`src/hw/gt_params.svh`:
```
// offsets, field positions, reset values and counts of the general timer unit
`ifndef GT_PARAMS_SVH
`define GT_PARAMS_SVH
// ----------------------------------------------------------------------------
// register byte offsets
// ----------------------------------------------------------------------------
`define GT_OFF_CFG      8'h00
`define GT_OFF_MODE_A   8'h04
`define GT_OFF_MODE_B   8'h08
`define GT_OFF_CTL      8'h0C
`define GT_OFF_IMR      8'h18
`define GT_OFF_RIS      8'h1C
`define GT_OFF_MIS      8'h20
`define GT_OFF_ICR      8'h24
`define GT_OFF_LOAD_A   8'h28
`define GT_OFF_LOAD_B   8'h2C
`define GT_OFF_MATCH_A  8'h30
`define GT_OFF_MATCH_B  8'h34
`define GT_OFF_PRE_A    8'h38
`define GT_OFF_PRE_B    8'h3C
`define GT_OFF_COUNT_A  8'h48
`define GT_OFF_COUNT_B  8'h4C
// ----------------------------------------------------------------------------
// field encodings and positions
// ----------------------------------------------------------------------------
`define GT_CFG_32BIT    3'h0
`define GT_CFG_RTC      3'h1
`define GT_CFG_HALF_BIT 2
`define GT_MR_ONESHOT   2'h1
`define GT_MR_PERIODIC  2'h2
`define GT_MR_CAPTURE   2'h3
`define GT_MR_AMS       3
`define GT_MR_CMR       2
`define GT_CTL_STRIDE   8
`define GT_CTL_EN       0
`define GT_CTL_STALL    1
`define GT_CTL_EVT      2
`define GT_CTL_RTC_DEBUG_STALL_ENABLE    4
`define GT_CTL_INV      6
`define GT_CTL_WMASK    16'h4F5F
`define GT_EVT_RISE     2'h0
`define GT_EVT_FALL     2'h1
`define GT_FLAG_STRIDE  8
`define GT_FLAG_TO      0
`define GT_FLAG_CM      1
`define GT_FLAG_CE      2
`define GT_FLAG_RTC     3
`define GT_FLAG_MASK    32'h0000070F
// ----------------------------------------------------------------------------
// reset values and counts
// ----------------------------------------------------------------------------
`define GT_LOAD_RST     16'hFFFF
`define GT_RTC_PRELOAD  32'h00000001
`define GT_RTC_DIV      32768
`endif

```
`src/hw/gt_pkg.sv`:
```
// types shared by the general timer unit
package gt_pkg;
  typedef enum logic [2:0] {
    HM_IDLE,
    HM_ONESHOT,
    HM_PERIODIC,
    HM_ECOUNT,
    HM_ETIME,
    HM_PWM
  } half_mode_e;
  typedef logic [15:0] half_word_t;
endpackage

```
`src/hw/ccp_edge_sync.sv`:
```
// three-stage pin synchroniser with rise and fall pulses
`timescale 1ns/10ps
module ccp_edge_sync (
  input  wire logic clk_i,
  input  wire logic rst_n_i,
  input  wire logic pin_i,
  output logic      rise_o,
  output logic      fall_o
);
  logic s1_q;
  logic s2_q;
  logic s3_q;
  logic level_q;

  // a change counts only once stages two and three agree; stage one feeds stage two alone
  always_ff @(posedge clk_i) begin
    if (!rst_n_i) begin
      s1_q    <= 1'b0;
      s2_q    <= 1'b0;
      s3_q    <= 1'b0;
      level_q <= 1'b0;
      rise_o  <= 1'b0;
      fall_o  <= 1'b0;
    end else begin
      s1_q   <= pin_i;
      s2_q   <= s1_q;
      s3_q   <= s2_q;
      rise_o <= 1'b0;
      fall_o <= 1'b0;
      if (s2_q == s3_q && s3_q != level_q) begin
        level_q <= s3_q;
        rise_o  <= s3_q;
        fall_o  <= !s3_q;
      end
    end
  end
endmodule

```
`src/hw/general_timer_unit.sv`:
```
// general timer unit: two 16-bit halves, 32-bit and rtc modes, capture and pwm, avalon slave
`timescale 1ns/10ps
`include "gt_params.svh"
// What this block does
// - edge time half free-runs down from its load value; load resets to 0xFFFF.
// - event control field picks rising, falling or both edges for capture.
// - edge time capture copies count to readable register, sets edge event flag.
// - after capture keep counting; at 0x0000 reload from load register.
// - captured count holds until next selected edge overwrites it.
// - prescaler bypassed in 16-bit edge time and pwm modes.
// - pwm selected by alternate bit 1, capture kind 0, mode field 2.
// - pwm counts down to 0x0000, reloads next cycle, repeats while enabled.
// - pwm mode never sets any status flag.
// - pwm output active at load value, inactive at match value.
// - invert control bit inverts the pwm output.
// - load write in pwm changes period next cycle without stopping.
// - load write in edge time while running takes effect next cycle.
// - width config 0 is 32-bit timer, 1 rtc counter, 4 split halves.
// - mode field 1 one-shot stops at time-out, 2 periodic keeps counting.
// - capture kind 0 with mode 3 edge count; kind 1 with mode 3 edge time.
// - edge count stops after programmed edges, ignores more until re-enabled.
// - writing 1 to clear register clears raw and masked flag; mask gates.
// - rtc count equal to match sets rtc flag; counts until disabled or reset.
// - rtc debug stall bit set keeps timer running through a debugger halt.
// - edge count decrements per edge; at match flag, reload, clear enable.
module general_timer_unit
  import gt_pkg::*;
#(
  parameter int RTC_DIV = `GT_RTC_DIV
) (
  input  wire logic        clk_i,
  input  wire logic        rst_n_i,
  input  wire logic [7:0]  address_i,
  input  wire logic        read_i,
  input  wire logic        write_i,
  input  wire logic [31:0] writedata_i,
  input  wire logic [3:0]  byteenable_i,
  output logic [31:0]      readdata_o,
  output logic             waitrequest_o,
  input  wire logic        debug_halt_i,
  input  wire logic        ccp_a_i,
  input  wire logic        ccp_b_i,
  output logic             ccp_a_o,
  output logic             ccp_a_oe_o,
  output logic             ccp_b_o,
  output logic             ccp_b_oe_o
);
  localparam int DIV_W = $clog2(RTC_DIV);

  // --------------------------------------------------------------------------
  // helpers
  // --------------------------------------------------------------------------
  function automatic half_mode_e decode_mode(input logic [3:0] mr);
    half_mode_e m;
    m = HM_IDLE;
    if (mr[`GT_MR_AMS]) begin
      if (!mr[`GT_MR_CMR] && mr[1:0] == `GT_MR_PERIODIC) m = HM_PWM;
    end else begin
      case (mr[1:0])
        `GT_MR_ONESHOT:  m = HM_ONESHOT;
        `GT_MR_PERIODIC: m = HM_PERIODIC;
        `GT_MR_CAPTURE:  m = mr[`GT_MR_CMR] ? HM_ETIME : HM_ECOUNT;
        default:         m = HM_IDLE;
      endcase
    end
    return m;
  endfunction

  function automatic logic edge_hit(input logic [1:0] evt, input logic rise, input logic fall);
    case (evt)
      `GT_EVT_RISE: return rise;
      `GT_EVT_FALL: return fall;
      default:      return rise | fall;
    endcase
  endfunction

  function automatic logic [31:0] be_merge(input logic [31:0] old, input logic [31:0] nw, input logic [3:0] be);
    logic [31:0] r;
    r = old;
    for (int b = 0; b < 4; b++) begin
      if (be[b]) r[b*8 +: 8] = nw[b*8 +: 8];
    end
    return r;
  endfunction

  // a zero count or a fresh load write both restart from the load value
  function automatic half_word_t down_reload(input half_word_t c, input half_word_t ld, input logic wr);
    return (wr || c == 16'h0000) ? ld : c - 16'h0001;
  endfunction

  // --------------------------------------------------------------------------
  // state
  // --------------------------------------------------------------------------
  logic [2:0]       cfg_q;
  logic [3:0]       mr_q     [2];
  logic [15:0]      ctl_q;
  logic [31:0]      imr_q;
  logic [31:0]      ris_q;
  half_word_t       ld_q     [2];
  half_word_t       match_q  [2];
  half_word_t       cnt_q    [2];
  half_word_t       cnt_d    [2];
  half_word_t       cap_q    [2];
  half_word_t       cap_d    [2];
  logic [7:0]       pr_q     [2];
  logic [7:0]       psc_q    [2];
  logic [7:0]       psc_d    [2];
  half_mode_e       hmode    [2];
  logic [1:0]       ld_wr_q;
  logic [1:0]       lvl_q;
  logic [1:0]       lvl_d;
  logic [1:0]       en_clr;
  logic [1:0]       run;
  logic [1:0]       rise;
  logic [1:0]       fall;
  logic [1:0]       edge_sel;
  logic [1:0]       pin_q;
  logic [1:0]       oe_q;
  logic [31:0]      set_d;
  logic [31:0]      rd_word;
  logic [31:0]      wdat;
  logic [31:0]      rdata_q;
  logic             wait_q;
  logic             wr_acc;
  logic             rtc_preload;
  logic             cfg16;
  logic [DIV_W-1:0] rtc_div_q;
  logic             rtc_tick_q;

  // --------------------------------------------------------------------------
  // pin synchronisers (capture inputs and rtc source on the even pin)
  // --------------------------------------------------------------------------
  ccp_edge_sync u_sync_a (
    .clk_i   (clk_i),
    .rst_n_i (rst_n_i),
    .pin_i   (ccp_a_i),
    .rise_o  (rise[0]),
    .fall_o  (fall[0])
  );

  ccp_edge_sync u_sync_b (
    .clk_i   (clk_i),
    .rst_n_i (rst_n_i),
    .pin_i   (ccp_b_i),
    .rise_o  (rise[1]),
    .fall_o  (fall[1])
  );

  // --------------------------------------------------------------------------
  // per-half decode
  // --------------------------------------------------------------------------
  assign cfg16 = cfg_q[`GT_CFG_HALF_BIT];

  always_comb begin
    for (int h = 0; h < 2; h++) begin
      hmode[h]    = decode_mode(mr_q[h]);
      // rtc stall bit overrides both per-half freeze bits
      run[h]      = ctl_q[h*`GT_CTL_STRIDE + `GT_CTL_EN] &&
                    !(debug_halt_i && ctl_q[h*`GT_CTL_STRIDE + `GT_CTL_STALL] && !ctl_q[`GT_CTL_RTC_DEBUG_STALL_ENABLE]);
      edge_sel[h] = edge_hit(ctl_q[h*`GT_CTL_STRIDE + `GT_CTL_EVT +: 2], rise[h], fall[h]);
    end
  end

  // --------------------------------------------------------------------------
  // avalon slave: one wait cycle, read data registered
  // --------------------------------------------------------------------------
  function automatic logic wr_to(input logic [7:0] off);
    return wr_acc && (address_i == off);
  endfunction

  always_comb begin
    rd_word = 32'h00000000;
    case (address_i)
      `GT_OFF_CFG:     rd_word = {29'h0, cfg_q};
      `GT_OFF_MODE_A:  rd_word = {28'h0, mr_q[0]};
      `GT_OFF_MODE_B:  rd_word = {28'h0, mr_q[1]};
      `GT_OFF_CTL:     rd_word = {16'h0, ctl_q};
      `GT_OFF_IMR:     rd_word = imr_q;
      `GT_OFF_RIS:     rd_word = ris_q;
      `GT_OFF_MIS:     rd_word = ris_q & imr_q;
      `GT_OFF_LOAD_A:  rd_word = cfg16 ? {16'h0, ld_q[0]} : {ld_q[1], ld_q[0]};
      `GT_OFF_LOAD_B:  rd_word = {16'h0, ld_q[1]};
      `GT_OFF_MATCH_A: rd_word = cfg16 ? {16'h0, match_q[0]} : {match_q[1], match_q[0]};
      `GT_OFF_MATCH_B: rd_word = {16'h0, match_q[1]};
      `GT_OFF_PRE_A:   rd_word = {24'h0, pr_q[0]};
      `GT_OFF_PRE_B:   rd_word = {24'h0, pr_q[1]};
      `GT_OFF_COUNT_A: rd_word = !cfg16 ? {cnt_q[1], cnt_q[0]} :
                                 {16'h0, (hmode[0] == HM_ETIME) ? cap_q[0] : cnt_q[0]};
      `GT_OFF_COUNT_B: rd_word = {16'h0, (hmode[1] == HM_ETIME) ? cap_q[1] : cnt_q[1]};
      default:         rd_word = 32'h00000000;
    endcase
  end

  assign wdat        = be_merge(rd_word, writedata_i, byteenable_i);
  assign wr_acc      = write_i && !wait_q;
  assign rtc_preload = wr_to(`GT_OFF_CFG) && wdat[2:0] == `GT_CFG_RTC;

  always_ff @(posedge clk_i) begin
    if (!rst_n_i) begin
      wait_q  <= 1'b1;
      rdata_q <= 32'h00000000;
    end else if ((read_i || write_i) && wait_q) begin
      wait_q  <= 1'b0;
      rdata_q <= read_i ? rd_word : 32'h00000000;
    end else begin
      wait_q  <= 1'b1;
    end
  end

  assign readdata_o    = rdata_q;
  assign waitrequest_o = wait_q;

  // --------------------------------------------------------------------------
  // configuration registers
  // --------------------------------------------------------------------------
  always_ff @(posedge clk_i) begin
    if (!rst_n_i) begin
      cfg_q   <= `GT_CFG_32BIT;
      mr_q[0] <= 4'h0;
      mr_q[1] <= 4'h0;
      imr_q   <= 32'h00000000;
      pr_q[0] <= 8'h00;
      pr_q[1] <= 8'h00;
    end else begin
      if (wr_to(`GT_OFF_CFG)) cfg_q <= wdat[2:0];
      if (wr_to(`GT_OFF_MODE_A)) mr_q[0] <= wdat[3:0];
      if (wr_to(`GT_OFF_MODE_B)) mr_q[1] <= wdat[3:0];
      if (wr_to(`GT_OFF_IMR)) imr_q <= wdat & `GT_FLAG_MASK;
      if (wr_to(`GT_OFF_PRE_A)) pr_q[0] <= wdat[7:0];
      if (wr_to(`GT_OFF_PRE_B)) pr_q[1] <= wdat[7:0];
    end
  end

  // load and match; in 32-bit configurations the first half's word spans both halves
  always_ff @(posedge clk_i) begin
    if (!rst_n_i) begin
      ld_q[0]    <= `GT_LOAD_RST;
      ld_q[1]    <= `GT_LOAD_RST;
      match_q[0] <= `GT_LOAD_RST;
      match_q[1] <= `GT_LOAD_RST;
      ld_wr_q    <= 2'b00;
    end else begin
      ld_wr_q <= 2'b00;
      if (wr_to(`GT_OFF_LOAD_A)) begin
        ld_q[0]    <= wdat[15:0];
        ld_wr_q[0] <= 1'b1;
        if (!cfg16) begin
          ld_q[1]    <= wdat[31:16];
          ld_wr_q[1] <= 1'b1;
        end
      end
      if (wr_to(`GT_OFF_LOAD_B)) begin
        ld_q[1]    <= wdat[15:0];
        ld_wr_q[1] <= 1'b1;
      end
      if (wr_to(`GT_OFF_MATCH_A)) begin
        match_q[0] <= wdat[15:0];
        if (!cfg16) match_q[1] <= wdat[31:16];
      end
      if (wr_to(`GT_OFF_MATCH_B)) match_q[1] <= wdat[15:0];
    end
  end

  // software write to control wins over a hardware enable clear in the same cycle
  always_ff @(posedge clk_i) begin
    if (!rst_n_i) begin
      ctl_q <= 16'h0000;
    end else if (wr_to(`GT_OFF_CTL)) begin
      ctl_q <= wdat[15:0] & `GT_CTL_WMASK;
    end else begin
      for (int h = 0; h < 2; h++) begin
        if (en_clr[h]) ctl_q[h*`GT_CTL_STRIDE + `GT_CTL_EN] <= 1'b0;
      end
    end
  end

  // a new event in the clearing cycle survives
  always_ff @(posedge clk_i) begin
    if (!rst_n_i) begin
      ris_q <= 32'h00000000;
    end else begin
      ris_q <= (ris_q & ~(wr_to(`GT_OFF_ICR) ? wdat : 32'h00000000)) | set_d;
    end
  end

  // --------------------------------------------------------------------------
  // rtc divider: rising edges of the even pin down to a one-cycle second tick
  // --------------------------------------------------------------------------
  always_ff @(posedge clk_i) begin
    if (!rst_n_i) begin
      rtc_div_q  <= '0;
      rtc_tick_q <= 1'b0;
    end else begin
      rtc_tick_q <= 1'b0;
      if (cfg_q != `GT_CFG_RTC || !ctl_q[`GT_CTL_EN]) begin
        rtc_div_q <= '0;
      end else if (rise[0]) begin
        if (rtc_div_q == DIV_W'(RTC_DIV - 1)) begin
          rtc_div_q  <= '0;
          rtc_tick_q <= 1'b1;
        end else begin
          rtc_div_q <= rtc_div_q + DIV_W'(1);
        end
      end
    end
  end

  // --------------------------------------------------------------------------
  // counting
  // --------------------------------------------------------------------------
  always_comb begin
    logic [31:0] c32;
    logic [31:0] l32;
    logic [31:0] m32;
    c32    = {cnt_q[1], cnt_q[0]};
    l32    = {ld_q[1], ld_q[0]};
    m32    = {match_q[1], match_q[0]};
    set_d  = 32'h00000000;
    en_clr = 2'b00;
    for (int h = 0; h < 2; h++) begin
      cnt_d[h] = cnt_q[h];
      cap_d[h] = cap_q[h];
      psc_d[h] = psc_q[h];
      lvl_d[h] = lvl_q[h];
    end
    if (cfg16) begin
      for (int h = 0; h < 2; h++) begin
        if (!ctl_q[h*`GT_CTL_STRIDE + `GT_CTL_EN]) begin
          lvl_d[h] = 1'b0;
          // a load written while stopped is the start value of the next run
          if (ld_wr_q[h]) cnt_d[h] = ld_q[h];
        end else if (run[h]) begin
          case (hmode[h])
            HM_ONESHOT, HM_PERIODIC: begin
              if (ld_wr_q[h]) begin
                cnt_d[h] = ld_q[h];
                psc_d[h] = pr_q[h];
              end else if (psc_q[h] != 8'h00) begin
                psc_d[h] = psc_q[h] - 8'h01;
              end else begin
                psc_d[h] = pr_q[h];
                if (cnt_q[h] == 16'h0000) begin
                  cnt_d[h] = ld_q[h];
                  set_d[h*`GT_FLAG_STRIDE + `GT_FLAG_TO] = 1'b1;
                  if (hmode[h] == HM_ONESHOT) en_clr[h] = 1'b1;
                end else begin
                  cnt_d[h] = cnt_q[h] - 16'h0001;
                end
              end
            end
            HM_ECOUNT: begin
              if (edge_sel[h]) begin
                if (cnt_q[h] - 16'h0001 == match_q[h]) begin
                  cnt_d[h]  = ld_q[h];
                  set_d[h*`GT_FLAG_STRIDE + `GT_FLAG_CM] = 1'b1;
                  en_clr[h] = 1'b1;
                end else begin
                  cnt_d[h] = cnt_q[h] - 16'h0001;
                end
              end
            end
            HM_ETIME: begin
              cnt_d[h] = down_reload(cnt_q[h], ld_q[h], ld_wr_q[h]);
              if (edge_sel[h]) begin
                cap_d[h] = cnt_q[h];
                set_d[h*`GT_FLAG_STRIDE + `GT_FLAG_CE] = 1'b1;
              end
            end
            HM_PWM: begin
              // no flag is ever raised here
              cnt_d[h] = down_reload(cnt_q[h], ld_q[h], ld_wr_q[h]);
              if (cnt_q[h] == ld_q[h]) begin
                lvl_d[h] = 1'b1;
              end else if (cnt_q[h] == match_q[h]) begin
                lvl_d[h] = 1'b0;
              end
            end
            default: begin
              cnt_d[h] = cnt_q[h];
            end
          endcase
        end
      end
    end else if (run[0]) begin
      if (cfg_q == `GT_CFG_32BIT && (hmode[0] == HM_ONESHOT || hmode[0] == HM_PERIODIC)) begin
        if (ld_wr_q[0]) begin
          c32 = l32;
        end else if (c32 == 32'h00000000) begin
          c32 = l32;
          set_d[`GT_FLAG_TO] = 1'b1;
          if (hmode[0] == HM_ONESHOT) en_clr[0] = 1'b1;
        end else begin
          c32 = c32 - 32'h00000001;
        end
      end else if (cfg_q == `GT_CFG_RTC && rtc_tick_q) begin
        if (c32 == m32) begin
          c32 = 32'h00000000;
          set_d[`GT_FLAG_RTC] = 1'b1;
        end else begin
          c32 = c32 + 32'h00000001;
        end
      end
      cnt_d[0] = c32[15:0];
      cnt_d[1] = c32[31:16];
    end
  end

  always_ff @(posedge clk_i) begin
    if (!rst_n_i) begin
      for (int h = 0; h < 2; h++) begin
        cnt_q[h] <= `GT_LOAD_RST;
        cap_q[h] <= 16'h0000;
        psc_q[h] <= 8'h00;
      end
      lvl_q <= 2'b00;
    end else begin
      for (int h = 0; h < 2; h++) begin
        cap_q[h] <= cap_d[h];
        psc_q[h] <= psc_d[h];
      end
      lvl_q <= lvl_d;
      if (rtc_preload) begin
        cnt_q[0] <= 16'(`GT_RTC_PRELOAD);
        cnt_q[1] <= 16'(`GT_RTC_PRELOAD >> 16);
      end else begin
        cnt_q[0] <= cnt_d[0];
        cnt_q[1] <= cnt_d[1];
      end
    end
  end

  // --------------------------------------------------------------------------
  // pwm pins
  // --------------------------------------------------------------------------
  always_ff @(posedge clk_i) begin
    if (!rst_n_i) begin
      pin_q <= 2'b00;
      oe_q  <= 2'b00;
    end else begin
      for (int h = 0; h < 2; h++) begin
        pin_q[h] <= cfg16 && hmode[h] == HM_PWM && (lvl_q[h] ^ ctl_q[h*`GT_CTL_STRIDE + `GT_CTL_INV]);
        oe_q[h]  <= cfg16 && hmode[h] == HM_PWM;
      end
    end
  end

  assign ccp_a_o    = pin_q[0];
  assign ccp_a_oe_o = oe_q[0];
  assign ccp_b_o    = pin_q[1];
  assign ccp_b_oe_o = oe_q[1];
endmodule

```
`config.mk`:
```
export PLATFORM = sky130hd
export DESIGN_NAME = general_timer_unit
export DESIGN_NICKNAME = d
export VERILOG_FILES = /design/src/hw/gt_pkg.sv /design/src/hw/ccp_edge_sync.sv /design/src/hw/general_timer_unit.sv
export VERILOG_INCLUDE_DIRS = /design/src /design/src/hw
export SDC_FILE = /design/constraint.sdc
export NUM_CORES = 1
export LEC_CHECK = 0
export ABC_AREA = 0
export BUFFER_PORTS_ARGS = -buffer_cell sky130_fd_sc_hd__buf_2
export CAP_MARGIN = 10
export CORE_MARGIN = 4
export CORE_UTILIZATION = 63
export CTS_CLUSTER_SIZE = 12
export DETAILED_ROUTE_END_ITERATION = 12
export PLACE_DENSITY = 0.82
export SLEW_MARGIN = 30
export SYNTH_ARGS = -nofsm -noshare
export SYNTH_HDL_FRONTEND = slang
export SYNTH_HIERARCHICAL = 1
export SYNTH_SLANG_ARGS = --single-unit
```
`constraint.sdc`:
```
create_clock -name clk_i -period 4.53 [get_ports clk_i]
set_input_delay 0.6795 -clock clk_i [delete_from_list [all_inputs] [get_ports clk_i]]
set_output_delay 0.6795 -clock clk_i [all_outputs]
set_load 0.03 [all_outputs]
```
==> flow_summary.json <==
{
  "outcome": "finished clean",
  "nets": 2154,
  "grt_pass1_vias": 16890,
  "core_um2": 27860,
  "max_freq_ghz": 0.2385,
  "r2r-start": "cnt_q[0][5]",
  "crit_required_ns": 4.82,
  "fill_cells": 2131,
  "total_leakage_power_uw": 0.007101,
  "via_count": 18040,
  "ios": 88,
  "min_period_ns": 4.193,
  "slew_viol_final": 0,
  "drt.antenna.violating_nets": 0,
  "power.clock.fraction_pct": 43.7,
  "area_delta_synth_final_pct": 11.74,
  "die_h_um": 176.3,
  "crit_end": "cnt_q[0][15]",
  "crit_path_end_kind": "flop",
  "drv_cap": 0,
  "hold_violations": 0,
  "fin_worst_skew_ns": 0.01725,
  "clock_sinks": 290,
  "cp_num_cells": 10,
  "max_slew_margin_pct": 27.15,
  "synthesis.nets": 2106,
  "clock-root-buffer": "clkbuf_16",
  "synth-main-ff-cell": "dfxtp_1",
  "wl_um": 67170,
  "grt.overflow.total": 0,
  "die_w_um": 176.3,
  "reg2reg_depth": 10,
  "clock_path_buffers": 3,
  "cts_hold_buf": 0,
  "route.detailed.drc": 0,
  "syn_area_um2": 17850,
  "dieArea_um2": 31090,
  "post_cts_resized": 0,
  "dp_hpwl_um": 48310,
  "power_switching_uw": 1528,
  "pwr-share-comb_pct": 9.9,
  "place_congestion": 1.113,
  "p_int_uw": 4499,
  "cts_inserted_buffers": 34,
  "synth.avg_cell_area_um2": 8.725,
  "htreeDepth": 2,
  "max_stage_delay_ns": 0.67,
  "antenna_found_initial": 1,
  "arrival_ns": 4.49,
  "tns_ns": 0,
  "avgRoutedWirePerCell_um": 26.89,
  "path_buf_inv": 2,
  "vias_per_cell": 7.221,
  "synth-warning-count": 6,
  "port_buffers": 87,
  "critPathSlowestCell": "nand4_1",
  "drt-initial-drc-count": 3580,
  "cts.clk_slew.worst_paths_ns": 0.06,
  "grt_first_pass_wirelength_um": 101000,
  "rsz0062_at_grt": "no",
  "setup_viol": 0,
  "globalRouteTotalUtil_pct": 42.10,
  "path_max_fanout": 21,
  "worstMarginPinSlew_ns": 1.062,
  "p_per_area_nw_per_um2": 302.1,
  "reg2reg_to": "cnt_q[0][15]",
  "cp-start-kind": "flop",
  "async_flop_share_pct": 0,
  "critPathTopFamily": "simple AND/OR/NAND/NOR gates",
  "ir_drop_uv": 344.7,
  "cts_tree": "yes",
  "synth-edff-count": 120,
  "drt_first_pass_iters": 11,
  "syn-instance-count": 2046,
  "path_cells": "nor4_2, nand4_1, o22ai_1, o311ai_0, buf_4, nor4_2, nor3b_2, buf_4, and3_1, o41ai_1",
  "fin_crit_sh_pct": 92.56,
  "cts_setup_buffers": 0,
  "grt_max_degree": 72,
  "cp-startpoint": "cnt_q[0][5]",
  "ys_seq_elements": 290,
  "postPlaceCellArea_um2": 18880,
  "hp-class": "primary input to flop",
  "ys_seq_area_share_pct": 39.25,
  "synth_cell_types": 89,
  "final_cell_area_um2": 19950,
  "rows": 61,
  "drive_above_1_share_pct": 14.02,
  "pwr-share-seq_pct": 46.4,
  "clk_latency_ns": 0.52,
  "swShare_pct": 25.36,
  "initial_utilization_pct": 64.08,
  "critPathKind": "flop to flop",
  "rrSetupSlack_ns": 0.34
}
## metal layers
layer,share of wire (%),vias to the layer above,global-route usage (%)
met4,7.0,0,23.53
met3,16,331,13.38
li1,-,7680,-
met2,41,1594,59.61
met1,36,8433,57.13
met5,0,-,0
## cells in the mapped netlist (all sizes together) (17+ instances only)
library cell,n,area share (%)
nor3,57,1.6
and3,37,1.3
nor2,193,4.1
mux2i,82,4.6
nand2,224,4.7
nor4,34,1.3
a22oi,74,3.1
a221oi,22,1.1
a211oi,17,0.71
a222oi,31,1.7
dfxtp,170,19
buf,35,0.92
o211a,28,1.6
o21ai,93,2.7
and2,34,1.2
xor2,87,4.3
mux2,17,1.1
inv,29,0.61
clkbuf,137,2.9
edfxtp,120,20
o22ai,18,0.63
xnor2,74,3.6
a21oi,99,2.8
nand4,39,1.4
nand3,49,1.4
## area by class of cell
class / instances / area, µm² / share of cell area [%]
Multi-Input combinational cell: 1553 / 10110 / 50.69
Clock buffer: 54 / 1017 / 5.100
Antenna cell: 1 / 2.502 / 0.01255
Sequential cell: 290 / 7008 / 35.13
Timing Repair Buffer: 184 / 1176 / 5.896
Inverter: 31 / 117.6 / 0.5896
Tap cell: 378 / 473.0 / 2.371
Clock inverter: 7 / 41.29 / 0.2070
## state kept, by name, summed over array words and instances, names as in the netlist, 3 cells and up
register	cells
ld_q	32
mr_q	8
psc_q	16
pr_q	16
cap_q	32
cnt_q	32
match_q	32
rtc_div_q	15
imr_q	7
cfg_q	3
readdata_o	32
ctl_q	11
ris_q	32
## logic make-up (layout without fill, tap and decap cells)
logic type,after synthesis,after routing,share of synthesized area (%)
other cells,0,1,0
simple gates,779,779,21.69
buf+inv,203,276,4.451
xor+xnor,161,161,7.899
fa+ha+maj,9,9,0.6308
flops,290,290,39.25
mux,102,102,6.049
compound gates,502,502,20.03
## worst min-delay path by stage
stage / startpoint / end / cells past startpoint
CTS: ccp_a_i / u_sync_a/s1_q / 2
global placement: ris_q[6] / ris_q[6] / 2
finish: ccp_a_i / u_sync_a/s1_q / 2
global route: ccp_b_i / u_sync_b/s1_q / 2
detailed placement: ris_q[6] / ris_q[6] / 2
floorplan: ris_q[6] / ris_q[6] / 2
## through the flow
stage | setup slack, ns | util, % | hold slack (ns) | cells | power (µW)
2_1_floorplan | 0.7811 | - | 0.4123 | 2046 | 3202
3_3_place_gp | 0.6077 | 67.74 | 0.4241 | 2436 | 3403
3_5_place_dp | 0.6020 | 67.77 | 0.4349 | 2436 | 3413
4_1_cts | 0.5745 | 71.57 | 0.3870 | 2497 | 5980
5_1_grt | 0.2534 | 71.59 | 0.4077 | 2497 | 6156
6_report | 0.3371 | 71.60 | 0.3951 | 2498 | 6027
## power by group through the flow
stage                     Sequential, µW  Clock, µW  Combinational [µW]
after floorplan                     2830          0                 376
final                               2790       2640                 597
after detailed placement            2850          0                 567
after global routing                2790       2740                 625
after CTS                           2790       2620                 570
after global placement              2850          0                 557
## cells in the final DEF (no fill, tap or decap), drive strengths merged, types with 14 or more instances in the layout
master	Yosys	final
nand2	224	224
nor2	193	193
buf	35	184
dfxtp	170	170
edfxtp	120	120
a21oi	99	99
o21ai	93	93
xor2	87	87
mux2i	82	82
a22oi	74	74
xnor2	74	74
nor3	57	57
clkbuf	137	54
nand3	49	49
nand4	39	39
and3	37	37
nor4	34	34
and2	34	34
a222oi	31	31
inv	29	29
o211a	28	28
a221oi	22	22
o22ai	18	18
a211oi	17	17
mux2	17	17
nor3b	16	16
or3	15	15
a31oi	15	15
nand2b	14	14
o211ai	14	14
o31ai	14	14
Note: power is estimated with default switching activity, not from simulation.
